--- src/shared/dbs_pkg.sv ---
// dbs_pkg: constants, register map and types of the display brightness select block
package dbs_pkg;

    // ------------------------------------------------------------------
    // widths
    // ------------------------------------------------------------------
    localparam int unsigned LVL_W    = 6;   // brightness code width
    localparam int unsigned NUM_REM  = 4;   // remote inputs
    localparam int unsigned ADR_W    = 8;   // decoded byte address bits
    localparam int unsigned DAT_W    = 32;  // bus data width
    localparam int unsigned SEL_W    = 4;   // byte enables

    // ------------------------------------------------------------------
    // register byte offsets
    // ------------------------------------------------------------------
    localparam logic [7:0] OFS_CTRL       = 8'h00;
    localparam logic [7:0] OFS_MANUAL     = 8'h04;
    localparam logic [7:0] OFS_DIMMED     = 8'h08;
    localparam logic [7:0] OFS_AUTO_MAX   = 8'h0C;
    localparam logic [7:0] OFS_AUTO_MIN   = 8'h10;
    localparam logic [7:0] OFS_POLARITY   = 8'h14;
    localparam logic [7:0] OFS_DIM_ASSIGN = 8'h18;
    localparam logic [7:0] OFS_STATUS     = 8'h1C;

    // ------------------------------------------------------------------
    // field positions
    // ------------------------------------------------------------------
    localparam int unsigned CTRL_AUTO_BIT   = 0;   // auto_brightness_enable
    localparam int unsigned ST_LEVEL_LSB    = 0;   // status: current level
    localparam int unsigned ST_ACTIVE_LSB   = 8;   // status: active inputs
    localparam int unsigned ST_SRC_LSB      = 12;  // status: source, one-hot
    localparam int unsigned ST_FITTED_BIT   = 15;  // status: sensor fitted

    // ------------------------------------------------------------------
    // reset values and limits
    // ------------------------------------------------------------------
    localparam logic [LVL_W-1:0] MANUAL_RST   = 6'h3F;  // 63
    localparam logic [LVL_W-1:0] MANUAL_LO    = 6'h01;  // 1
    localparam logic [LVL_W-1:0] DIMMED_RST   = 6'h07;  // 7
    localparam logic [LVL_W-1:0] DIMMED_LO    = 6'h00;  // 0
    localparam logic [LVL_W-1:0] AUTO_MAX_RST = 6'h3F;  // 63
    localparam logic [LVL_W-1:0] AUTO_MAX_LO  = 6'h0F;  // 15
    localparam logic [LVL_W-1:0] AUTO_MIN_RST = 6'h07;  // 7
    localparam logic [LVL_W-1:0] AUTO_MIN_LO  = 6'h01;  // 1
    localparam logic [LVL_W-1:0] LEVEL_HI     = 6'h3F;  // 63, top of every range
    localparam logic             AUTO_EN_RST  = 1'b1;
    localparam logic [NUM_REM-1:0] POL_RST    = 4'h0;   // all low-active
    localparam logic [NUM_REM-1:0] ASSIGN_RST = 4'h0;   // no dimming input

    // ------------------------------------------------------------------
    // drive source
    // ------------------------------------------------------------------
    typedef enum logic [2:0] {
        DBS_SRC_MANUAL = 3'b001,
        DBS_SRC_DIMMED = 3'b010,
        DBS_SRC_AUTO   = 3'b100
    } dbs_src_t;

    // true when lo <= val <= hi
    function automatic logic dbs_in_range(input logic [LVL_W-1:0] val,
                                          input logic [LVL_W-1:0] lo,
                                          input logic [LVL_W-1:0] hi);
        return (val >= lo) && (val <= hi);
    endfunction

endpackage

--- src/rtl/dbs_top.sv ---
// dbs_top: display brightness select with a classic Wishbone register slave
//
// Overview of operation
// - manual brightness ranges 1 to 63, resets to 63.
// - dimmed brightness ranges 0 to 63, 63 brightest, resets to 7.
// - with auto off or no sensor fitted, dimming-assigned input active selects dimmed level, otherwise manual level.
// - auto enabled with sensor fitted takes level from ambient light reading.
// - auto level never above programmable maximum, range 15 to 63, default 63.
// - auto level never below programmable minimum unless minimum exceeds maximum, default 7.
// - auto maximum and minimum visible and writable only while auto is on.
// - each of four inputs has polarity, default low-active.
`timescale 1ns/1ps

module dbs_top
    import dbs_pkg::*;
(
    input  wire logic               clk_i,
    input  wire logic               rst_i,
    // wishbone classic slave
    input  wire logic               wb_cyc_i,
    input  wire logic               wb_stb_i,
    input  wire logic               wb_we_i,
    input  wire logic [ADR_W-1:0]   wb_adr_i,
    input  wire logic [SEL_W-1:0]   wb_sel_i,
    input  wire logic [DAT_W-1:0]   wb_dat_i,
    output logic      [DAT_W-1:0]   wb_dat_o,
    output logic                    wb_ack_o,
    // remote digital input pins
    input  wire logic [NUM_REM-1:0] remote_pin_i,
    // light sensor
    input  wire logic               sensor_fitted_i,
    input  wire logic [LVL_W-1:0]   light_code_i,
    // display drive
    output logic      [LVL_W-1:0]   level_o,
    output logic      [2:0]         level_src_o
);

    // ------------------------------------------------------------------
    // declarations
    // ------------------------------------------------------------------
    logic                 ack_ff;
    logic [DAT_W-1:0]     rdata_ff;
    logic [DAT_W-1:0]     nxt_rdata;
    logic                 wr_commit;
    logic                 lane0_wr;

    logic                 auto_en_ff;
    logic [LVL_W-1:0]     manual_ff;
    logic [LVL_W-1:0]     dimmed_ff;
    logic [LVL_W-1:0]     auto_max_ff;
    logic [LVL_W-1:0]     auto_min_ff;
    logic [NUM_REM-1:0]   polarity_ff;
    logic [NUM_REM-1:0]   dim_assign_ff;

    logic [NUM_REM-1:0]   remote_active;
    logic                 dim_request;
    logic                 auto_live;
    logic [LVL_W-1:0]     light_ff;
    logic [LVL_W-1:0]     light_clamped;
    dbs_src_t             src_ff;
    dbs_src_t             nxt_src;
    logic [LVL_W-1:0]     level_ff;
    logic [LVL_W-1:0]     nxt_level;
    logic [LVL_W-1:0]     wr_code;

    // per-register write strobes
    logic                 wr_ctrl;
    logic                 wr_manual;
    logic                 wr_dimmed;
    logic                 wr_auto_max;
    logic                 wr_auto_min;
    logic                 wr_polarity;
    logic                 wr_dim_assign;

    // ------------------------------------------------------------------
    // bus handshake
    // ------------------------------------------------------------------

    // ack one cycle after the request, dropped the cycle after
    always_ff @(posedge clk_i) begin
        if (rst_i) begin
            ack_ff <= 1'b0;
        end else begin
            ack_ff <= wb_cyc_i && wb_stb_i && !ack_ff;
        end
    end

    // a write lands on the edge where the master samples ack
    assign wr_commit = wb_cyc_i && wb_stb_i && wb_we_i && ack_ff;
    assign lane0_wr  = wr_commit && wb_sel_i[0];
    assign wr_code   = wb_dat_i[LVL_W-1:0];

    assign wb_ack_o  = ack_ff;
    assign wb_dat_o  = rdata_ff;

    // ------------------------------------------------------------------
    // read mux
    // ------------------------------------------------------------------

    // registers read as the low bits of a word, rest zero
    always_comb begin
        nxt_rdata = '0;
        unique case (wb_adr_i)
            OFS_CTRL: begin
                nxt_rdata[CTRL_AUTO_BIT] = auto_en_ff;
            end
            OFS_MANUAL: begin
                nxt_rdata[LVL_W-1:0] = manual_ff;
            end
            OFS_DIMMED: begin
                nxt_rdata[LVL_W-1:0] = dimmed_ff;
            end
            OFS_AUTO_MAX: begin
                if (auto_en_ff) begin
                    nxt_rdata[LVL_W-1:0] = auto_max_ff;
                end
            end
            OFS_AUTO_MIN: begin
                if (auto_en_ff) begin
                    nxt_rdata[LVL_W-1:0] = auto_min_ff;
                end
            end
            OFS_POLARITY: begin
                nxt_rdata[NUM_REM-1:0] = polarity_ff;
            end
            OFS_DIM_ASSIGN: begin
                nxt_rdata[NUM_REM-1:0] = dim_assign_ff;
            end
            OFS_STATUS: begin
                nxt_rdata[ST_LEVEL_LSB +: LVL_W]    = level_ff;
                nxt_rdata[ST_ACTIVE_LSB +: NUM_REM] = remote_active;
                nxt_rdata[ST_SRC_LSB +: 3]          = src_ff;
                nxt_rdata[ST_FITTED_BIT]            = sensor_fitted_i;
            end
            default: begin
                nxt_rdata = '0;                         // unmapped reads zero
            end
        endcase
    end

    // read data captured together with ack
    always_ff @(posedge clk_i) begin
        if (rst_i) begin
            rdata_ff <= '0;
        end else if (wb_cyc_i && wb_stb_i && !ack_ff) begin
            rdata_ff <= nxt_rdata;
        end
    end

    // ------------------------------------------------------------------
    // write decode
    // ------------------------------------------------------------------

    // one strobe per register, every field sits in byte lane 0
    assign wr_ctrl       = lane0_wr && (wb_adr_i == OFS_CTRL);
    assign wr_manual     = lane0_wr && (wb_adr_i == OFS_MANUAL);
    assign wr_dimmed     = lane0_wr && (wb_adr_i == OFS_DIMMED);
    assign wr_polarity   = lane0_wr && (wb_adr_i == OFS_POLARITY);
    assign wr_dim_assign = lane0_wr && (wb_adr_i == OFS_DIM_ASSIGN);

    // limits are hidden while auto is off, so writes to them are dropped
    assign wr_auto_max   = lane0_wr && auto_en_ff && (wb_adr_i == OFS_AUTO_MAX);
    assign wr_auto_min   = lane0_wr && auto_en_ff && (wb_adr_i == OFS_AUTO_MIN);

    // ------------------------------------------------------------------
    // setup registers
    // ------------------------------------------------------------------

    // automatic brightness switch
    always_ff @(posedge clk_i) begin
        if (rst_i) begin
            auto_en_ff <= AUTO_EN_RST;
        end else if (wr_ctrl) begin
            auto_en_ff <= wb_dat_i[CTRL_AUTO_BIT];
        end
    end

    // manual brightness, out-of-range codes are ignored
    always_ff @(posedge clk_i) begin
        if (rst_i) begin
            manual_ff <= MANUAL_RST;
        end else if (wr_manual
                     && dbs_in_range(wr_code, MANUAL_LO, LEVEL_HI)) begin
            manual_ff <= wr_code;
        end
    end

    // dimmed brightness, full code range
    always_ff @(posedge clk_i) begin
        if (rst_i) begin
            dimmed_ff <= DIMMED_RST;
        end else if (wr_dimmed
                     && dbs_in_range(wr_code, DIMMED_LO, LEVEL_HI)) begin
            dimmed_ff <= wr_code;
        end
    end

    // auto upper limit, writable only while auto is on
    always_ff @(posedge clk_i) begin
        if (rst_i) begin
            auto_max_ff <= AUTO_MAX_RST;
        end else if (wr_auto_max
                     && dbs_in_range(wr_code, AUTO_MAX_LO, LEVEL_HI)) begin
            auto_max_ff <= wr_code;
        end
    end

    // auto lower limit, writable only while auto is on
    always_ff @(posedge clk_i) begin
        if (rst_i) begin
            auto_min_ff <= AUTO_MIN_RST;
        end else if (wr_auto_min
                     && dbs_in_range(wr_code, AUTO_MIN_LO, LEVEL_HI)) begin
            auto_min_ff <= wr_code;
        end
    end

    // per-input polarity, 0 low-active
    always_ff @(posedge clk_i) begin
        if (rst_i) begin
            polarity_ff <= POL_RST;
        end else if (wr_polarity) begin
            polarity_ff <= wb_dat_i[NUM_REM-1:0];
        end
    end

    // inputs assigned the dimming function
    always_ff @(posedge clk_i) begin
        if (rst_i) begin
            dim_assign_ff <= ASSIGN_RST;
        end else if (wr_dim_assign) begin
            dim_assign_ff <= wb_dat_i[NUM_REM-1:0];
        end
    end

    // ------------------------------------------------------------------
    // remote inputs
    // ------------------------------------------------------------------

    // pins to active flags, polarity applied
    dbs_input_sync u_input_sync (
        .clk_i        (clk_i),
        .rst_i        (rst_i),
        .remote_pin_i (remote_pin_i),
        .polarity_i   (polarity_ff),
        .active_o     (remote_active)
    );

    // any dimming-assigned input active
    assign dim_request = |(remote_active & dim_assign_ff);

    // ------------------------------------------------------------------
    // ambient light path
    // ------------------------------------------------------------------

    // register the sensor code before it meets the limits
    always_ff @(posedge clk_i) begin
        if (rst_i) begin
            light_ff <= '0;
        end else begin
            light_ff <= light_code_i;
        end
    end

    // hold sensor code between the limits
    dbs_clamp u_clamp (
        .code_i (light_ff),
        .min_i  (auto_min_ff),
        .max_i  (auto_max_ff),
        .code_o (light_clamped)
    );

    assign auto_live = auto_en_ff && sensor_fitted_i;

    // ------------------------------------------------------------------
    // source selection and drive level
    // ------------------------------------------------------------------

    // auto wins, then dimming input, then manual
    always_comb begin
        nxt_src   = DBS_SRC_MANUAL;
        nxt_level = manual_ff;
        if (auto_live) begin
            nxt_src   = DBS_SRC_AUTO;
            nxt_level = light_clamped;
        end else if (dim_request) begin
            nxt_src   = DBS_SRC_DIMMED;
            nxt_level = dimmed_ff;
        end
    end

    // registered drive level and source
    always_ff @(posedge clk_i) begin
        if (rst_i) begin
            src_ff   <= DBS_SRC_MANUAL;
            level_ff <= MANUAL_RST;
        end else begin
            src_ff   <= nxt_src;
            level_ff <= nxt_level;
        end
    end

    assign level_o     = level_ff;
    assign level_src_o = src_ff;

endmodule // dbs_top

--- src/rtl/dbs_input_sync.sv ---
// dbs_input_sync: three-stage synchroniser and polarity for the remote inputs
`timescale 1ns/1ps

module dbs_input_sync
    import dbs_pkg::*;
(
    input  wire logic               clk_i,
    input  wire logic               rst_i,
    input  wire logic [NUM_REM-1:0] remote_pin_i,
    input  wire logic [NUM_REM-1:0] polarity_i,
    output logic      [NUM_REM-1:0] active_o
);

    logic [NUM_REM-1:0] meta_ff;
    logic [NUM_REM-1:0] sync2_ff;
    logic [NUM_REM-1:0] sync3_ff;
    logic [NUM_REM-1:0] level_ff;

    // ------------------------------------------------------------------
    // synchroniser chain
    // ------------------------------------------------------------------
    always_ff @(posedge clk_i) begin
        if (rst_i) begin
            meta_ff  <= {NUM_REM{1'b1}};   // idle level of a pulled-up input
            sync2_ff <= {NUM_REM{1'b1}};
            sync3_ff <= {NUM_REM{1'b1}};
        end else begin
            meta_ff  <= remote_pin_i;
            sync2_ff <= meta_ff;
            sync3_ff <= sync2_ff;
        end
    end

    // accept a level once stages two and three agree
    always_ff @(posedge clk_i) begin
        if (rst_i) begin
            level_ff <= {NUM_REM{1'b1}};
        end else begin
            for (int i = 0; i < NUM_REM; i++) begin
                if (sync2_ff[i] == sync3_ff[i]) begin
                    level_ff[i] <= sync3_ff[i];
                end
            end
        end
    end

    // polarity 0: low level active, 1: high level active
    always_ff @(posedge clk_i) begin
        if (rst_i) begin
            active_o <= '0;
        end else begin
            active_o <= ~(level_ff ^ polarity_i);
        end
    end

endmodule // dbs_input_sync

--- src/rtl/dbs_clamp.sv ---
// dbs_clamp: holds a sensor-derived code between a lower and an upper limit
`timescale 1ns/1ps

module dbs_clamp
    import dbs_pkg::*;
(
    input  wire logic [LVL_W-1:0] code_i,
    input  wire logic [LVL_W-1:0] min_i,
    input  wire logic [LVL_W-1:0] max_i,
    output logic      [LVL_W-1:0] code_o
);

    // lower limit first, upper limit last so it wins if min exceeds max
    always_comb begin
        code_o = code_i;
        if (code_i < min_i) begin
            code_o = min_i;
        end
        if (code_o > max_i) begin
            code_o = max_i;
        end
    end

endmodule // dbs_clamp

--- config.mk ---
export PLATFORM = sky130hd
export DESIGN_NAME = dbs_top
export DESIGN_NICKNAME = d
export VERILOG_FILES = /design/src/shared/dbs_pkg.sv /design/src/rtl/dbs_top.sv /design/src/rtl/dbs_input_sync.sv /design/src/rtl/dbs_clamp.sv
export SDC_FILE = /design/constraint.sdc
export NUM_CORES = 1
export LEC_CHECK = 0
export BUFFER_PORTS_ARGS = -buffer_cell sky130_fd_sc_hd__buf_2
export CORE_ASPECT_RATIO = 1.4
export CORE_MARGIN = 2
export CORE_UTILIZATION = 30
export DETAILED_ROUTE_END_ITERATION = 10
export GPL_TIMING_DRIVEN = 0
export PLACE_DENSITY = 0.59
export SYNTH_ARGS = -nofsm -noshare
export SYNTH_HDL_FRONTEND = slang
export SYNTH_SLANG_ARGS = --single-unit
--- constraint.sdc ---
create_clock -name clk_i -period 6.2 [get_ports clk_i]
set_clock_uncertainty 0.15 [all_clocks]
set_input_delay 1.24 -clock clk_i [delete_from_list [all_inputs] [get_ports clk_i]]
set_output_delay 1.24 -clock clk_i [all_outputs]
set_load 0.05 [all_outputs]
; ---- After elaboration in Yosys (flattened, before gate mapping)
; Index checks and enable logic that the tools add are counted.
[totals]
regBits = 83
output_inout_bits = 42
[op_classes]
magnitude_cmp = 6
eq_ne = 11
mux = 12
bitwise = 3
reduce_logical = 25
[ops]
columns = op, n
row1 = $mux 6, 6
row2 = $eq 8x5->1 const B, 4
row3 = $logic_and 1x1->1, 21
row4 = $pmux 3 s7, 1
row5 = $eq 8x4->1 const B, 2
row6 = $ge 6x1->1 const B, 2
row7 = $pmux 2 s5, 1
row8 = $eq 8x3->1 const B, 1
row9 = $logic_not 8->1, 1
row10 = $mux 8, 1
row11 = $pmux 1 s8, 1
row12 = $ge 6x4->1 const B, 1
row13 = $gt 6x6->1, 1
row14 = $le 6x6->1 const B, 1
row15 = $lt 6x6->1, 1
row16 = $and 4x4->4, 1
row17 = $eq 1x1->1, 4
row18 = $not 4->4, 1
row19 = $reduce_or 4->1, 1
row20 = $xor 4x4->4, 1
row21 = $mux 3, 1
row22 = $mux 2, 1
row23 = $reduce_or 2->1, 1
row24 = $logic_not 1->1, 1

; ---- Longest topological paths before layout
[depth]
depth_word = 7
depth_mapped = 14
mapped_depth_nobuf = 13

; ---- Cells and area by module
; From an unflattened synthesis, not the netlist that was laid out.
[unflattened]
cells_unflattened = 462
area_unflattened_um2 = 4192.8
[by_module_without_submodules]
columns = module, instances, cells_each, area_per_inst_um2, seq_area_each_um2
row1 = dbs_top, 1, 323, 2950.3, 1261.2
row2 = dbs_clamp, 1, 85, 641.9, 0.0
row3 = dbs_input_sync, 1, 54, 600.6, 400.4

; ---- Worst setup path after synthesis
; No wires, ideal clock.
[synth_timing]
path_type = reg2reg
startpoint = register auto_min_ff[3]
endpoint = register level_ff[1] (netlist: level_o[1])
arrival_ns = 2.907
setup_slack_ns = 3.021
path_stages_with_launch = 14
path_buffers = 1
cell_sequence = dfxtp_1 -> inv_1 -> ha_1 -> a211o_1 -> a21oi_1 -> o21ai_1 -> mux2_2 -> ha_1 -> a21oi_1 -> nand2_1 -> a221o_1 -> and3_1 -> buf_1 -> a221o_1
[synth_between]
elab_chain_cells = 5
[synth_lines]
columns = item, line
row1 = "start, declared", dbs_top.sv:51  ; logic [LVL_W-1:0] auto_min_ff;
row2 = "start signal, assigned", dbs_top.sv:214  ; auto_min_ff <= wr_code;
row3 = $lt 6x6->1, dbs_clamp.sv:16  ; if (code_i < min_i) begin
row4 = $mux 6 *, dbs_clamp.sv:16
row5 = $gt 6x6->1, dbs_clamp.sv:19  ; if (code_o > max_i) begin
row6 = $mux 6 *, dbs_clamp.sv:19
row7 = $mux 6 *, dbs_top.sv:283  ; if (auto_live) begin
row8 = "end signal, assigned", dbs_top.sv:299  ; level_ff <= nxt_level;
row9 = "end, declared", dbs_top.sv:62  ; logic [LVL_W-1:0] level_ff;
; Every way passes the cells marked *; elsewhere a longest branch is shown, timed or not.
; A chain may end at the register's enable or synchronous reset.

; ---- Worst setup path in the final report
[layout_timing]
startpoint = register auto_min_ff[3]
endpoint = register level_ff[5] (netlist: level_o[5])
; The elaborated chain is that of the path after synthesis.

==> run summary <==
The run finished with clean final reports. The max-slew violation count is 0, and the async set or reset register ratio after synthesis is 0%. After clock tree synthesis, the repair step resized 0 gates.

The die area came out at 13,690 µm². In this run, synthesis produced a sequential element count of 83. Worst slew margin relative to its limit: 5.323%.

The floorplan has 48 rows. In this run the tool buffered the top-level ports with 50 buffer cells. The first global-routing pass estimated 17,480 µm of wire. The clock net in this run drives a total of 83 sinks. Summed over all cells, the static leakage comes to 1.941 nW. The finished layout holds 658 standard cells, fillers aside. Of the synthesized area, sequential elements account for 43.43%. The number of hold buffers added after cts came out at 0. TritonCTS built the clock tree. Relative to the synthesized area, the layout overhead comes to 21.48%. The area share of the largest cell type after synthesis was 43.43%; the total setup violations reported at the end of the flow was 0. The power per cell area works out to 268.2 nW/µm².

The max-capacitance violation count is 0. The count of nets after finishing came out at 572. The type of the most critical hold path is flip-flop to flip-flop. Buffers added to address setup during post-CTS repair amount to 0. The count of endpoints failing hold in the final timing report is 0.

The number of vias per cell after detailed routing works out to 5.071. Once the floorplan was initialized, standard cells occupied 30.93% of the core. Cells fill 37.57% of the core in the end.

The most common flop cell mapped by yosys is sky130_fd_sc_hd__dfxtp_1. The synthesized design spends more area on one cell type than any other, namely sky130_fd_sc_hd__dfxtp_1. Counting I/O delays and the setup requirement, the final critical path takes 3.637 ns.

Clock transition at the registers of the reported paths: 0.07 ns. After the first detailed-routing iteration, the DRC count stood at 175. The number of inserted filler cells in the final layout is 1,297.

In the final layout, the share of cells above drive strength 1 is 23.52%. The logs give 12,370 µm² for the placeable core area and 149.7 µV for the worst vdd rail ir drop. After global routing the overflow that remains totals 0. The logs give 3.71 ns for the data arrival time of the critical path and 3,180 for the number of global-route vias before repair. The number of different library cells used by synthesis comes to 53. The total DRC errors in the routed layout is 0. In this run the remaining antenna-violating nets after routing total 0. The pre-antenna-repair detailed-routing pass consisted of 4 iterations.

The clock tree root buffer cell was sky130_fd_sc_hd__clkbuf_16. STA classifies the critical path endpoint as a flip-flop. Setup repair after global routing left no endpoint under its margin. A synthesized cell averages 9.045 µm².

Number of enable-type register cells in the synthesized netlist: 0. The H-tree was split into 3 levels. The top fanout value on the critical path was 6; the transition time at the pin with the least slew margin was 1.407 ns. The floorplan step set the die height to 137.6 µm. After synthesis, the cell types taking the most area are sky130_fd_sc_hd__dfxtp_1, sky130_fd_sc_hd__nand2_1, sky130_fd_sc_hd__buf_4.

The via count is 3,337. The worst setup path is launched from a flip-flop. Initial antenna violation count: 2.

Global routing consumed, over all layers together, 16.92% of the routing resources. For the setup slack of the most critical reg-to-reg path, the log shows 2.56 ns. At the later pin of the worst-skew pair, clock insertion delay measures 0.34 ns. The tools report the weighted congestion reported at the end of routability-driven placement as 0.9447. Once placement completed, the tool counted placed cells totaling 640. The post-detailed-placement half-perimeter wirelength came out at 8943 µm. The number of primary I/O pins is 102.

The run gives 0 ns as the accumulated negative setup slack. The number of warnings issued by yosys came out at 0. Entering global routing, the biggest net connects 18 pins. The average wire length per cell after detail routing was 17.37 µm. Synthesis handed over a netlist of 423 instances. In the finished design, the share of the clock period the worst path needs comes to 58.65%.

The worst setup path is of the flip-flop to flip-flop kind. The tools report the worst endpoint required time as 6.27 ns. The post-synthesis cell area was 3826 µm²; the horizontal die dimension was 99.45 µm. In this run the deepest clock path goes through 2 buffers.

Wires add up to 11,430 µm. Timing would allow up to 275.0 MHz. Clock tree synthesis inserted a total of 9 buffers.
==> registers in the layout, indices dropped and copies added (netlist names) <==
name / cells
u_input_sync.active_o: 4
auto_en_ff: 1
u_input_sync.level_ff: 4
level_o: 6
dimmed_ff: 6
dim_assign_ff: 4
wb_ack_o: 1
u_input_sync.sync2_ff: 4
auto_max_ff: 6
polarity_ff: 4
manual_ff: 6
light_ff: 6
u_input_sync.meta_ff: 4
auto_min_ff: 6
level_src_o: 3
wb_dat_o: 14
u_input_sync.sync3_ff: 4
==> final timing paths <==
path / start / to / depth (start not counted)
worst min-delay path: u_input_sync.meta_ff[3] / u_input_sync.sync2_ff[3] / 1
worst min register to register: u_input_sync.meta_ff[3] / u_input_sync.sync2_ff[3] / 1
worst max register to register: auto_min_ff[3] / level_o[5] / 13
worst max-delay path: auto_min_ff[3] / level_o[5] / 13
==> through the flow <==
| step | setup slack, ns | hold WS [ns] | total power [mW] | instance area (µm²) |
|---|---|---|---|---|
| global route | 2.443 | 0.2862 | 1.290 | 4643 |
| finish | 2.563 | 0.2615 | 1.246 | 4648 |
| detailed placement | 2.551 | 0.2468 | 0.6944 | 4328 |
| global placement | 2.552 | 0.2412 | 0.6934 | 4328 |
| floorplan | 3.021 | 0.2395 | 0.6566 | 3890 |
| CTS | 2.569 | 0.2636 | 1.260 | 4643 |
==> critical path: stages, from the launching register on <==
cell and delay (ns):
sky130_fd_sc_hd__dfxtp_1 0.48, sky130_fd_sc_hd__inv_1 0.08, sky130_fd_sc_hd__ha_1 0.32, sky130_fd_sc_hd__a211o_1 0.26, sky130_fd_sc_hd__a21oi_1 0.13, sky130_fd_sc_hd__o21ai_1 0.21, sky130_fd_sc_hd__mux2_2 0.36, sky130_fd_sc_hd__ha_1 0.31
sky130_fd_sc_hd__a21oi_1 0.15, sky130_fd_sc_hd__nand2_1 0.07, sky130_fd_sc_hd__a221o_1 0.36, sky130_fd_sc_hd__and3_1 0.16, sky130_fd_sc_hd__buf_1 0.15, sky130_fd_sc_hd__a221o_1 0.32
==> where the power goes <==
group | switching [mW] | internal, mW
Clock | 0.240 | 0.324
Sequential | 0.00503 | 0.543
Combinational | 0.0932 | 0.0416
==> routing by layer <==
layer	track usage [%]	routed length (µm)	vias to the layer above
li1	-	-	1645
met1	18.77	4530	1582
met2	29.92	5773	88
met3	3.907	586	22
met4	8.904	539	0
met5	0	0	-
==> layout by cell type (no fill, tap or decap), types with 8 or more instances in the layout <==
cell type / count
sky130_fd_sc_hd__a21oi_1: 23
sky130_fd_sc_hd__a221o_1: 14
sky130_fd_sc_hd__a22oi_1: 13
sky130_fd_sc_hd__buf_2: 54
sky130_fd_sc_hd__buf_4: 20
sky130_fd_sc_hd__clkbuf_1: 16
sky130_fd_sc_hd__clkbuf_16: 9
sky130_fd_sc_hd__conb_1: 18
sky130_fd_sc_hd__dfxtp_1: 83
sky130_fd_sc_hd__ha_1: 11
sky130_fd_sc_hd__inv_1: 13
sky130_fd_sc_hd__mux2i_1: 15
sky130_fd_sc_hd__nand2_1: 41
sky130_fd_sc_hd__nand3_1: 25
sky130_fd_sc_hd__nor2_1: 34
sky130_fd_sc_hd__nor2b_1: 8
sky130_fd_sc_hd__o21ai_0: 16
sky130_fd_sc_hd__or2_2: 13
==> kinds of logic (layout without fill, tap and decap cells) <==
family                     count (synthesis)  after routing  share of synthesized area [%]
other                                      1             20                        0.09801
AOI/OAI and AO/OA                         93             93                          17.23
and+or+nand+nor                          153            153                          21.16
DFF                                       83             83                          43.43
muxes                                     22             22                          5.984
buffers and inverters                     56            122                          7.587
xor gates and xnor gates                   4              4                         0.9155
adders and majority gates                 11             11                          3.597
==> layout make-up <==
type	instances	area (µm²)	area share [%]
plain buffers	43	241.5	5.195
repair buffers	50	250.2	5.384
flip-flops and latches	83	1662	35.75
clock inverters	7	90.09	1.938
multi-input cells	301	1938	41.70
inverters	13	48.80	1.050
well taps	150	187.7	4.038
diodes	2	5.005	0.1077
clock buffers	9	225.2	4.845
==> Yosys cell counts (7+ instances only) <==
library cell,count
sky130_fd_sc_hd__a21oi_1,23
sky130_fd_sc_hd__dfxtp_1,83
sky130_fd_sc_hd__nor2b_1,8
sky130_fd_sc_hd__or2_2,13
sky130_fd_sc_hd__buf_4,20
sky130_fd_sc_hd__mux2_2,7
sky130_fd_sc_hd__inv_1,13
sky130_fd_sc_hd__clkbuf_1,16
sky130_fd_sc_hd__o21ai_0,16
sky130_fd_sc_hd__mux2i_1,15
sky130_fd_sc_hd__a22oi_1,13
sky130_fd_sc_hd__nand3_1,25
sky130_fd_sc_hd__nand2_1,41
sky130_fd_sc_hd__nor2_1,34
sky130_fd_sc_hd__ha_1,11
sky130_fd_sc_hd__a221o_1,14
(Power assumes the default switching activity.)
